## config.mk

```make
export PLATFORM = sky130hd
export DESIGN_NAME = address_resolver
export DESIGN_NICKNAME = d
export VERILOG_FILES = /design/src/common/resolver_pkg.sv /design/src/hdl/key_matcher.sv /design/src/hdl/address_resolver.sv
export SDC_FILE = /design/constraint.sdc
export NUM_CORES = 1
export LEC_CHECK = 0
export BUFFER_PORTS_ARGS = -buffer_cell sky130_fd_sc_hd__buf_2
export CORE_MARGIN = 2
export CORE_UTILIZATION = 25
export DETAILED_ROUTE_END_ITERATION = 6
export SYNTH_ARGS = -nofsm -noshare
export SYNTH_HDL_FRONTEND = slang
export SYNTH_HIERARCHICAL = 1
export SYNTH_SLANG_ARGS = --single-unit
```

## constraint.sdc

```tcl
create_clock -name core_clk -period 7.1 [get_ports core_clk]
set_clock_uncertainty 0.2 [all_clocks]
set_input_delay 0.71 -clock core_clk [delete_from_list [all_inputs] [get_ports core_clk]]
set_output_delay 0.71 -clock core_clk [all_outputs]
set_load 0.01 [all_outputs]
```

## src/common/resolver_pkg.sv

```systemverilog
package resolver_pkg;
   // =====================================
   // Register offsets
   localparam logic [11:0] OFF_START = 12'h0000;
   localparam logic [11:0] OFF_STOP = 12'h0008;
   localparam logic [11:0] OFF_EV_END = 12'h0100;
   localparam logic [11:0] OFF_EV_RESOLVED = 12'h0104;
   localparam logic [11:0] OFF_EV_UNRESOLVED = 12'h0108;
   localparam logic [11:0] OFF_INT_ENABLE_SET = 12'h0304;
   localparam logic [11:0] OFF_INT_DISABLE = 12'h0308;
   localparam logic [11:0] OFF_STATUS = 12'h0400;
   localparam logic [11:0] OFF_ENABLE = 12'h0500;
   localparam logic [11:0] OFF_KEY_COUNT = 12'h0504;
   localparam logic [11:0] OFF_KEY_PTR = 12'h0508;
   localparam logic [11:0] OFF_ADDR_PTR = 12'h0510;
   localparam logic [11:0] OFF_SCRATCH_PTR = 12'h0514;
   localparam logic [11:0] OFF_PENDING = 12'h0300;
   // =====================================
   // Fields and reset values
   localparam int BIT_END = 0;
   localparam int BIT_RESOLVED = 1;
   localparam int BIT_UNRESOLVED = 2;
   localparam logic [1:0] ENABLE_ON = 2'h3;
   localparam logic [1:0] ENABLE_OFF = 2'h0;
   localparam logic [4:0] KEY_COUNT_RESET = 5'h01;
   localparam logic [4:0] KEY_COUNT_MAX = 5'h10;
   localparam logic [31:0] KEY_STRIDE = 32'h0000_0010;
   localparam logic [31:0] SCRATCH_SPAN = 32'h0000_0010;
   // =====================================
   // Timing
   localparam int CLK_MHZ = 100;
   localparam int OVERHEAD_US = 1;
   localparam int PER_KEY_NS = 5875;
   localparam int OVERHEAD_CYCLES = OVERHEAD_US * CLK_MHZ;
   localparam int PER_KEY_CYCLES = (PER_KEY_NS * CLK_MHZ) / 1000;
endpackage : resolver_pkg

```

## src/hdl/key_matcher.sv

```systemverilog
`timescale 1ns/100ps
module key_matcher
   import resolver_pkg::*;
#(
   parameter int CYCLES = PER_KEY_CYCLES
)
(
   input wire logic core_clk,
   input wire logic rst,
   input wire logic start,
   input wire logic [47:0] address,
   input wire logic [127:0] key,
   output logic done,
   output logic match
);
   if (CYCLES < 2 || CYCLES > 65537)
   begin : g_bad_cycles
      $error("per-key cycles out of range");
   end
   logic [15:0] count;
   logic busy;
   logic [23:0] hash;
   always_ff @(posedge core_clk)
   begin
      if (rst)
      begin
         busy <= 1'b0;
         count <= 16'h0000;
         done <= 1'b0;
         match <= 1'b0;
      end
      else
      begin
         done <= 1'b0;
         if (start)
         begin
            busy <= 1'b1;
            count <= 16'h0000;
         end
         else if (busy)
         begin
            count <= count + 16'h0001;
            if (count == 16'(CYCLES - 2))
            begin
               busy <= 1'b0;
               done <= 1'b1;
               match <= (hash == address[23:0]);
            end
         end
      end
   end
   // Key-derived hash of the random part
   always_comb
   begin
      hash = key[23:0] ^ key[127:104] ^ {address[47:24]};
   end
endmodule : key_matcher

```

## src/hdl/address_resolver.sv

```systemverilog
`timescale 1ns/100ps
// Overview of operation
// - Disable write of one clears interrupt enable
// - Disable read returns enables, reset zero
// - Status holds matched key index
// - Enable three turns on, zero off
// - Key count one to sixteen, reset one
// - Keys fetched from key table pointer
// - Address read from address pointer
// - Scratch writes stay inside scratch area
// - Time is overhead plus per-key time
// - Eight keys take about 48 us
// - Stop on match or after count
// - Enable-set write of one enables interrupt
module address_resolver
   import resolver_pkg::*;
#(
   parameter int OVERHEAD = OVERHEAD_CYCLES,
   parameter int KEY_CYCLES = PER_KEY_CYCLES
)
(
   input wire logic core_clk,
   input wire logic rst,
   input wire logic [11:0] addr,
   input wire logic [31:0] wdata,
   input wire logic wr,
   input wire logic rd,
   output logic [31:0] rdata,
   output logic irq,
   output logic mem_rd,
   output logic mem_wr,
   output logic [31:0] mem_addr,
   output logic [31:0] mem_wdata,
   input wire logic [31:0] mem_rdata,
   input wire logic mem_valid
);
   if (OVERHEAD < 4 || OVERHEAD > 65539 || KEY_CYCLES < 2)
   begin : g_bad_timing
      $error("timing parameters out of range");
   end

   typedef enum logic [2:0] {IDLE, ADDR_LO, ADDR_HI, KEY_FETCH, MATCH, SCRATCH, FINISH} state_t;
   state_t state;

   logic [2:0] int_en, events;
   logic [3:0] status, key_idx;
   logic [1:0] enable, word;
   logic [4:0] key_count;
   logic [31:0] key_ptr, addr_ptr, scratch_ptr;
   logic [47:0] address;
   logic [127:0] key;
   logic [15:0] wait_cnt;
   logic start_req, stop_req, m_start, m_done, m_match;
   logic ev_end, ev_res, ev_unres;
   logic [2:0] ev_set;

   function automatic logic hit(input logic [11:0] a, input logic [11:0] off);
      return a == off;
   endfunction : hit

   assign start_req = wr && hit(addr, OFF_START) && wdata[0];
   assign stop_req = wr && hit(addr, OFF_STOP) && wdata[0];
   assign ev_set = {ev_unres, ev_res, ev_end};

   // =====================================
   // Configuration registers
   always_ff @(posedge core_clk)
   begin
      if (rst)
      begin
         int_en <= 3'h0;
         enable <= ENABLE_OFF;
         key_count <= KEY_COUNT_RESET;
         key_ptr <= 32'h0000_0000;
         addr_ptr <= 32'h0000_0000;
         scratch_ptr <= 32'h0000_0000;
      end
      else if (wr)
      begin
         if (hit(addr, OFF_INT_ENABLE_SET))
            int_en <= int_en | wdata[2:0];
         if (hit(addr, OFF_INT_DISABLE))
            int_en <= int_en & ~wdata[2:0];
         if (hit(addr, OFF_ENABLE))
            enable <= wdata[1:0];
         if (hit(addr, OFF_KEY_COUNT) && wdata[4:0] != 5'h00 && wdata[4:0] <= KEY_COUNT_MAX)
            key_count <= wdata[4:0];
         if (hit(addr, OFF_KEY_PTR))
            key_ptr <= wdata;
         if (hit(addr, OFF_ADDR_PTR))
            addr_ptr <= wdata;
         if (hit(addr, OFF_SCRATCH_PTR))
            scratch_ptr <= wdata;
      end
   end

   // =====================================
   // Event flags, set wins over clear
   always_ff @(posedge core_clk)
   begin
      if (rst)
         events <= 3'h0;
      else if (rd && hit(addr, OFF_PENDING))
         events <= ev_set;
      else
      begin
         if (rd && hit(addr, OFF_EV_END))
            events[BIT_END] <= ev_end;
         else if (ev_end)
            events[BIT_END] <= 1'b1;
         if (rd && hit(addr, OFF_EV_RESOLVED))
            events[BIT_RESOLVED] <= ev_res;
         else if (ev_res)
            events[BIT_RESOLVED] <= 1'b1;
         if (rd && hit(addr, OFF_EV_UNRESOLVED))
            events[BIT_UNRESOLVED] <= ev_unres;
         else if (ev_unres)
            events[BIT_UNRESOLVED] <= 1'b1;
      end
   end

   always_ff @(posedge core_clk)
   begin
      if (rst)
         irq <= 1'b0;
      else
         irq <= |(events & int_en);
   end

   // =====================================
   // Read data
   always_ff @(posedge core_clk)
   begin
      if (rst || !rd)
         rdata <= 32'h0000_0000;
      else
      begin
         unique case (addr)
            OFF_EV_END: rdata <= {31'h0, events[BIT_END]};
            OFF_EV_RESOLVED: rdata <= {31'h0, events[BIT_RESOLVED]};
            OFF_EV_UNRESOLVED: rdata <= {31'h0, events[BIT_UNRESOLVED]};
            OFF_PENDING: rdata <= {29'h0, events};
            OFF_INT_ENABLE_SET, OFF_INT_DISABLE: rdata <= {29'h0, int_en};
            OFF_STATUS: rdata <= {28'h0, status};
            OFF_ENABLE: rdata <= {30'h0, enable};
            OFF_KEY_COUNT: rdata <= {27'h0, key_count};
            OFF_KEY_PTR: rdata <= key_ptr;
            OFF_ADDR_PTR: rdata <= addr_ptr;
            OFF_SCRATCH_PTR: rdata <= scratch_ptr;
            default: rdata <= 32'h0000_0000;
         endcase
      end
   end

   // =====================================
   // Resolution sequencer
   always_ff @(posedge core_clk)
   begin
      if (rst)
      begin
         state <= IDLE;
         status <= 4'h0;
         word <= 2'h0;
         key_idx <= 4'h0;
         wait_cnt <= 16'h0000;
         address <= 48'h0;
         key <= 128'h0;
         mem_rd <= 1'b0;
         mem_wr <= 1'b0;
         mem_addr <= 32'h0000_0000;
         mem_wdata <= 32'h0000_0000;
         m_start <= 1'b0;
         ev_end <= 1'b0;
         ev_res <= 1'b0;
         ev_unres <= 1'b0;
      end
      else
      begin
         mem_rd <= 1'b0;
         mem_wr <= 1'b0;
         m_start <= 1'b0;
         ev_end <= 1'b0;
         ev_res <= 1'b0;
         ev_unres <= 1'b0;
         if (stop_req && state != IDLE)
         begin
            state <= IDLE;
            ev_end <= 1'b1;
         end
         else
         begin
            unique case (state)
               IDLE:
                  if (start_req && enable == ENABLE_ON)
                  begin
                     state <= ADDR_LO;
                     wait_cnt <= 16'(OVERHEAD - 4);
                     key_idx <= 4'h0;
                     mem_rd <= 1'b1;
                     mem_addr <= addr_ptr;
                  end
               ADDR_LO:
                  if (mem_valid)
                  begin
                     address[31:0] <= mem_rdata;
                     mem_rd <= 1'b1;
                     mem_addr <= addr_ptr + 32'h0000_0004;
                     state <= ADDR_HI;
                  end
               ADDR_HI:
                  if (mem_valid)
                  begin
                     address[47:32] <= mem_rdata[15:0];
                     state <= SCRATCH;
                     mem_wr <= 1'b1;
                     mem_addr <= scratch_ptr;
                     mem_wdata <= {16'h0000, mem_rdata[15:0]};
                  end
               SCRATCH:
                  if (wait_cnt != 16'h0000)
                     wait_cnt <= wait_cnt - 16'h0001;
                  else
                  begin
                     state <= KEY_FETCH;
                     word <= 2'h0;
                     mem_rd <= 1'b1;
                     mem_addr <= key_ptr + KEY_STRIDE * {28'h0, key_idx};
                  end
               KEY_FETCH:
                  if (mem_valid)
                  begin
                     key <= {mem_rdata, key[127:32]};
                     word <= word + 2'h1;
                     if (word == 2'h3)
                     begin
                        state <= MATCH;
                        m_start <= 1'b1;
                     end
                     else
                     begin
                        mem_rd <= 1'b1;
                        mem_addr <= key_ptr + KEY_STRIDE * {28'h0, key_idx} + {28'h0, word + 2'h1, 2'h0};
                     end
                  end
               MATCH:
                  if (m_done)
                  begin
                     if (m_match)
                     begin
                        status <= key_idx;
                        ev_res <= 1'b1;
                        state <= FINISH;
                     end
                     else if ({1'b0, key_idx} + 5'h01 >= key_count)
                     begin
                        ev_unres <= 1'b1;
                        state <= FINISH;
                     end
                     else
                     begin
                        key_idx <= key_idx + 4'h1;
                        state <= KEY_FETCH;
                        word <= 2'h0;
                        mem_rd <= 1'b1;
                        mem_addr <= key_ptr + KEY_STRIDE * {28'h0, key_idx + 4'h1};
                     end
                  end
               FINISH:
               begin
                  ev_end <= 1'b1;
                  state <= IDLE;
               end
            endcase
         end
      end
   end

   key_matcher #(.CYCLES(KEY_CYCLES)) matcher (
      .core_clk(core_clk),
      .rst(rst),
      .start(m_start),
      .address(address),
      .key(key),
      .done(m_done),
      .match(m_match)
   );
endmodule : address_resolver

```

Yosys cells after proc, flatten, opt, wreduce, memory -nomap -nowiden:

Cells that the tools add are included.

* register bits after elaboration: 404
* input bits: 81
* output and inout port bits: 99
* logic and storage cells: 203

* add/subtract/negate cells: 9
* magnitude comparators: 2
* eq/ne operators: 34
* muxes and demuxes: 62
* bitwise logic cells: 14
* reduce and logical (&&, ||, !) cells: 52

Operator list (number)
* 32-bit case mux with 11 select lines: 1
* 32-bit two-way mux: 9
* 32-bit case mux with 6 select lines: 1
* 12-bit by 11-bit == test with 1-bit output (second input constant): 6
* 32-bit by 8-bit adder with 32-bit output: 2
* 24-bit XOR: 2
* 12-bit by 10-bit == test with 1-bit output (second input constant): 3
* 12-bit by 9-bit == test with 1-bit output (second input constant): 3
* 3-bit two-way mux: 12
* 32-bit by 3-bit adder with 32-bit output (second input constant): 1
* 32-bit by 4-bit adder with 32-bit output: 1
* 16-bit two-way mux: 2
* 16-bit case mux with 2 select lines: 1
* 24-bit == test: 1
* 1-bit two-way mux: 23
* 3-bit case mux with 7 select lines: 1
* 2-bit inequality test (second input constant): 10
* 16-bit by 1-bit adder with 16-bit output (second input constant): 1
* 16-bit by 10-bit == test with 1-bit output (second input constant): 1
* 4-bit two-way mux: 4
* 16-bit nonzero test: 1
* 16-bit by 1-bit subtractor with 16-bit output (second input constant): 1
* 3-bit nonzero test: 5
* 7-bit AND reduction: 2
* other kinds (36): 79

Longest topological paths before layout:

Gate-level depths: netlist (run 1).

* word-level depth: 6
* gate-level depth with buffers: 13
* mapped depth without buffers: 13

Hierarchy:

Netlist (run 1), hierarchy kept.

By module, submodules not included
* address_resolver: times used 1, cells each 2420, area an instance 18484.0 um^2, sequential area each 7707.4 um^2
* key_matcher: times used 1, cells each 175, area an instance 1542.7 um^2, sequential area each 380.4 um^2

Worst setup path before layout (run 1):

OpenSTA, ideal clock, no wires.

* kind: reg-to-reg
* start: register key_idx[0]
* end: register mem_addr[29]
* setup time: 117 ps
* data arrival time: 2985 ps
* data required time: 6783 ps
* slack: 3798 ps
* cell stages (with the launch flop): 13
* buffers on the path: 1
* clock period less this slack: 3302 ps
* cells stage by stage: dfxtp_1 ha_1 fa_1 a211oi_2 or2_4 buf_4 o31a_1 o221ai_1 and4bb_4 nand4_1 xnor2_1 a211o_1 a32o_1

* word-level cells in the longest chain between the ends: 6
* elaborated cells between the ends (all ways): 15
* classes of those cells: add/sub: 5; order compare: 1; eq/ne: 1; mux: 7; reduce/logical: 1

RTL lines
* start, declared: RTL line address_resolver.sv:46 `logic [3:0] status, key_idx;`
* start signal, assigned: RTL line address_resolver.sv:261 `key_idx <= key_idx + 4'h1;`
* parallel branches: the longest is 6 deep, another holds 32-bit by 8-bit adder with 32-bit output
* end signal, assigned: RTL line address_resolver.sv:200 `mem_addr <= addr_ptr;`
* end signal, assigned: RTL line address_resolver.sv:242 `mem_addr <= key_ptr + KEY_STRIDE * {28'h0, key_idx} + {28'h0, word + 2'h1, 2'h0};`
* end signal, assigned: RTL line address_resolver.sv:265 `mem_addr <= key_ptr + KEY_STRIDE * {28'h0, key_idx + 4'h1};`
* end, declared: RTL line address_resolver.sv:32 `output logic [31:0] mem_addr,`

Several ways; the timed one is not identified. The select of a mux whose other input is x is not followed.
A chain may end at the register's enable or synchronous reset.

Final worst setup path (run 1):

* start: register state[1]
* end: register key[80]

* word-level cells in the longest chain between the ends: 4
* elaborated cells between the ends (all ways): 5
* classes of those cells: eq/ne: 1; bitwise: 1; reduce/logical: 3

RTL lines
* start, declared: RTL line address_resolver.sv:43 `state_t state;`
* start signal, assigned: RTL line address_resolver.sv:161 `state <= IDLE;`
* start signal, assigned: RTL line address_resolver.sv:187 `state <= IDLE;`
* start signal, assigned: RTL line address_resolver.sv:196 `state <= ADDR_LO;`
* 3-bit nonzero test: RTL line address_resolver.sv:185 `if (stop_req && state != IDLE)`
* 1-bit logical AND: RTL line address_resolver.sv:185
* 1-bit NOT (no line)
* 3-bit AND reduction (no line) *
* end signal, assigned: RTL line address_resolver.sv:232 `key <= {mem_rdata, key[127:32]};`
* end, declared: RTL line address_resolver.sv:51 `logic [127:0] key;`

Every way passes the cells marked *; elsewhere a longest branch is shown, timed or not.

==> qor.txt, run 1 <==
Register Area -> 7610 um^2
max_slew headroom -> 0.2284
Final Hold Vio Count -> 0
area of the multi-input gates -> 10560 um^2
final wirelength -> 65.17 mm
global-route wire length before repair -> 99.25 mm
CP Capture Type -> flip-flop
Final Non-Filler Cells -> 3585
Clock power frac -> 0.514
largest net degree at the start of global routing -> 159
port buffer count -> 163
vias in the first global route -> 16422
Pwr Total -> 4.575 mW
Reg2Reg Setup Slack -> 2540 ps
Layout area overhead -> 14.64%
Reg2Reg Capture Point -> key[80]
io pins -> 180
Final Cycle Share -> 0.6418
die width -> 281.5 um
share of cells above drive strength 1 -> 0.1183
RSZ-0062 raised after global routing -> no
DP Worst Slack -> 2727 ps
critical path arrival -> 4850 ps
hold path start -> wdata[23]
Routed Antenna Nets -> 0
Resize count post-CTS -> 0
FMAX -> 219.5 MHz
gr ovfl total -> 0
TritonCTS buffer count -> 42
initial core utilization -> 0.2530
gr usage total -> 0.1599
GP Congestion -> 0.9313
crit path kind -> flip-flop to flip-flop
Max-Cap Viols -> 0
post-detail-place hpwl -> 45.29 mm
Worst Hold Path Cells -> 3
Logic pwr share -> 0.020
Reg-to-Reg Start -> state[1]
mapped cell area -> 19250 um^2
sequential power share -> 0.466
maximum vdd drop -> 0.1325 mV
CP Max Fanout -> 45
setup bufs post-CTS -> 0
final net count -> 2626
clock buffer depth -> 3
DRC violations left -> 4
Post-CTS Hold Fix Bufs -> 0
DR WL/cell -> 18.18 um
Post-Syn Area per Cell -> 7.701 um^2
row count -> 101
Worst-path clk slew -> 60 ps
post-route setup slack -> 2543 ps
Die Span Y -> 281.5 um
most frequent cells in the layout -> nand2_1, dfxtp_1, a21oi_1
Pleak -> 7.511 nW
commonest non-fill, non-tap cell in the layout -> nand2_1
vias -> 17795
DRT iter0 DRCs -> 1846
Clk Latency, worst-skew pair -> 580 ps
Synth warnings -> 6
Min-Delay Endpoint -> addr_ptr[23]
Setup Viol. Count Final -> 0
placed cell count -> 3507
net switching power -> 1.016 mW
CTS tree -> done
Die ar. -> 79220 um^2
max-slew violations -> 0
initial antenna violation count -> 12
power density over cell area -> 207.4 nW/um^2
H-Tree Depth -> 2
setup tns final -> 0 ps
measured slew at the worst slew-check pin -> 1153 ps
Via density -> 4.964
worst hold-check path type -> input port to flip-flop
drt pass-1 iters -> 7
switching share of total power -> 0.2220
post-layout min period -> 4557 ps
P_int -> 3.559 mW
Clock Sinks -> 380
Core ar. -> 76080 um^2
utilization after layout -> 0.2900
status -> finished with violations
CP Launch Type -> flip-flop
R2R cell count -> 8
Root Buffer -> clkbuf_16
CP required -> 7400 ps
Synth Instances -> 2499
failing checks -> DRC
fill count -> 8314
[through the flow]
stage | area, um^2 | hold WS [ps]
2_1_floorplan | 19300 | 213.0
3_5_place_dp | 20590 | 231.0
5_1_grt | 22060 | 172.6
3_3_place_gp | 20590 | 224.1
6_report | 22060 | 180.5
4_1_cts | 22060 | 147.7
[flip-flops by register name, summed over array words and instances, names as in the netlist, 2 cells and up, named ones only]
register and count:
key 104, address 48, addr_ptr 32, key_ptr 32
mem_addr 32, rdata 32, scratch_ptr 32, matcher/count 16
wait_cnt 16, key_count 5, key_idx 4, status 4
events 3, state 3, enable 2, word 2
[critical path, stage by stage (launching register included)]
cell	delay (ps)
dfxtp_1	620
buf_4	470
clkinv_1	150
nor2_1	610
nand2_1	660
nor2_4	990
buf_4	470
nand2_1	100
a21oi_1	150
[power groups by stage]
| stage | sequential, mW | clock, mW | combinational (mW) |
|---|---|---|---|
| final | 2.13 | 2.35 | 0.0904 |
| after global routing | 2.13 | 2.49 | 0.0982 |
| after CTS | 2.13 | 2.41 | 0.0899 |
| after detailed placement | 2.18 | 0 | 0.0897 |
| after global placement | 2.18 | 0 | 0.0907 |
| after floorplan | 2.18 | 0 | 0.0452 |
[cell type report]
class                      instances  share of cell area
antenna                            2           0.0002268
clock buffer                      58             0.05217
clock inverter                    18             0.01452
inverter                          32            0.005444
multi-input combinational       1879              0.4785
sequential                       380              0.3449
tap                             1030             0.05841
timing repair buffer             186             0.04582
[routing by layer]
layer  vias to the layer above  global-route usage  part of all wire
met4                         4             0.04542             0.026
met1                      8405              0.2167              0.44
li1                       8618                   -                 -
met2                       643              0.2613              0.46
met3                       125             0.02560             0.065
met5                         -                   0           0.00041
[how the worst max path moves through the flow]
stage	from	to	slack (ps)	cells after the start
after floorplan	key_idx[0]	mem_addr[29]	3800	12
after global placement	state[2]	key[82]	2780	7
after detailed placement	state[1]	key[38]	2730	8
after CTS	state[1]	key[38]	2720	8
after global routing	state[1]	key[38]	2330	8
final	state[1]	key[80]	2540	8
No activity file was read; power rests on OpenSTA's default activity.
==> inputs of run 2 (changes only) <==
Clock period 7.1 ns to 4.7 ns, I/O delays scaled along.
==> qor.txt, run 2 (synthesized netlist as in run 1, its figures left out) <==
Max-Cap Viols -> 0
Layout area overhead -> 18.22%
Crit-path slowest cell -> fa_1
row count -> 101
Setup Viol. Count Final -> 0
Clk Latency, worst-skew pair -> 600 ps
Top reg by flops -> key
status -> finished with violations
CP endpoint -> mem_addr[30]
gr usage total -> 0.1643
Routed Antenna Nets -> 0
global-route wire length before repair -> 101.6 mm
sequential power share -> 0.472
Logic pwr share -> 0.027
Largest regs -> key (104), address (48)
most frequent cells in the layout -> nand2_1, dfxtp_1, a21oi_1
R2R cell count -> 11
Final Hold Vio Count -> 0
Pwr Total -> 6.827 mW
Crit path top cell by count -> o211ai_1
placed cell count -> 3519
critical path depth -> 11
worst hold-check path type -> input port to flip-flop
GP Congestion -> 0.9441
crit-path cells -> ha_1 > fa_1 > nor3b_1 > o211ai_1 > nor4_1 > o211ai_1 > nor4_4 > nand4_1 > xnor2_1 > a211oi_1 > nor3_1
crit path kind -> flip-flop to flip-flop
Via density -> 4.937
failing checks -> DRC
critical path arrival -> 4190 ps
DR WL/cell -> 18.30 um
clock buffer depth -> 3
Pleak -> 7.834 nW
Final Cycle Share -> 0.8448
post-route setup slack -> 729.3 ps
final net count -> 2702
TritonCTS buffer count -> 43
CTS tree -> done
P_int -> 5.249 mW
Reg2Reg Capture Point -> mem_addr[30]
vias -> 18061
drt pass-1 iters -> 7
setup tns final -> 0 ps
Clock power frac -> 0.501
Setup crit start -> key_idx[0]
CP Capture Type -> flip-flop
Final Non-Filler Cells -> 3658
max_slew headroom -> 0.2557
commonest non-fill, non-tap cell in the layout -> nand2_1
vias in the first global route -> 16948
Clock Sinks -> 380
CP Max Fanout -> 7
Die Span Y -> 281.5 um
Reg-to-Reg Start -> key_idx[0]
net switching power -> 1.578 mW
Die ar. -> 79220 um^2
largest net degree at the start of global routing -> 159
Core ar. -> 76080 um^2
die width -> 281.5 um
initial antenna violation count -> 3
port buffer count -> 163
post-detail-place hpwl -> 46.52 mm
DP Worst Slack -> 823.1 ps
io pins -> 180
post-layout min period -> 3971 ps
share of cells above drive strength 1 -> 0.1199
Worst-path clk slew -> 60 ps
FMAX -> 251.8 MHz
critical path's top delay family -> simple AND/OR/NAND/NOR gates
H-Tree Depth -> 2
Root Buffer -> clkbuf_16
CP Launch Type -> flip-flop
final wirelength -> 66.94 mm
CP required -> 4920 ps
DRT iter0 DRCs -> 1598
gr ovfl total -> 0
DRC violations left -> 9
initial core utilization -> 0.2530
crit path buf inv count -> 0
max-slew violations -> 0
RSZ-0062 raised after global routing -> no
maximum vdd drop -> 0.2339 mV
power density over cell area -> 300.0 nW/um^2
Worst path max stage delay -> 560 ps
measured slew at the worst slew-check pin -> 1116 ps
max reg flops -> 104
switching share of total power -> 0.2312
Reg2Reg Setup Slack -> 730 ps
## run 2: worst min-delay path by stage
| stage | cells after the start | start | to | slack [ps] |
|---|---|---|---|---|
| final | 3 | wdata[1] | addr_ptr[1] | 20 |
| after global routing | 3 | wdata[1] | addr_ptr[1] | 20 |
| after CTS | 3 | wdata[1] | addr_ptr[1] | 0.3 |
| after detailed placement | 2 | ev_res | events[1] | 230 |
| after global placement | 2 | ev_res | events[1] | 230 |
| after floorplan | 2 | ev_end | events[0] | 210 |
## run 2: worst reg2reg max path: stages, from the launching register on
cell      delay, ps
dfxtp_1         380
ha_1            280
fa_1            560
nor3b_1         400
o211ai_1        190
nor4_1          310
o211ai_1        290
nor4_4          470
nand4_1         220
xnor2_1         170
a211oi_1        260
nor3_1           70
## run 2: cell type report
type	instances	area, um^2
antenna	1	2.502
multi-input combinational	1879	10560
tap	1030	1289
clock buffer	60	1230
timing repair buffer	261	1744
inverter	32	120.1
fill	8290	53320
sequential	380	7610
clock inverter	15	202.7
## run 2: per-stage QoR
step                hold WS, ps  cell area [um^2]    util
CTS                      0.3400             22750  0.2991
global placement          231.6             20690  0.2719
global route              23.65             22750  0.2991
detailed placement        233.9             20690  0.2719
finish                    19.27             22750  0.2991
floorplan                 213.0             19300       -
## run 2: power groups by stage
stage                     clock network, mW  registers [mW]  logic [mW]
after floorplan                           0            3.29      0.0683
after global placement                    0            3.29       0.141
after detailed placement                  0            3.29       0.139
after CTS                              3.51            3.22       0.185
after global routing                   3.64            3.22       0.200
final                                  3.42            3.22       0.185
## run 2: timing repair
action	CTS	global route
hold buffers	63	0
hold endpoints to repair	175	0
resized for setup	0	0
setup buffers	0	0
## run 2: routing by layer
metal,part of all wire,GRT usage
met1,0.44,0.2202
met2,0.47,0.2731
met3,0.068,0.02560
met4,0.022,0.04487
met5,0.00034,0
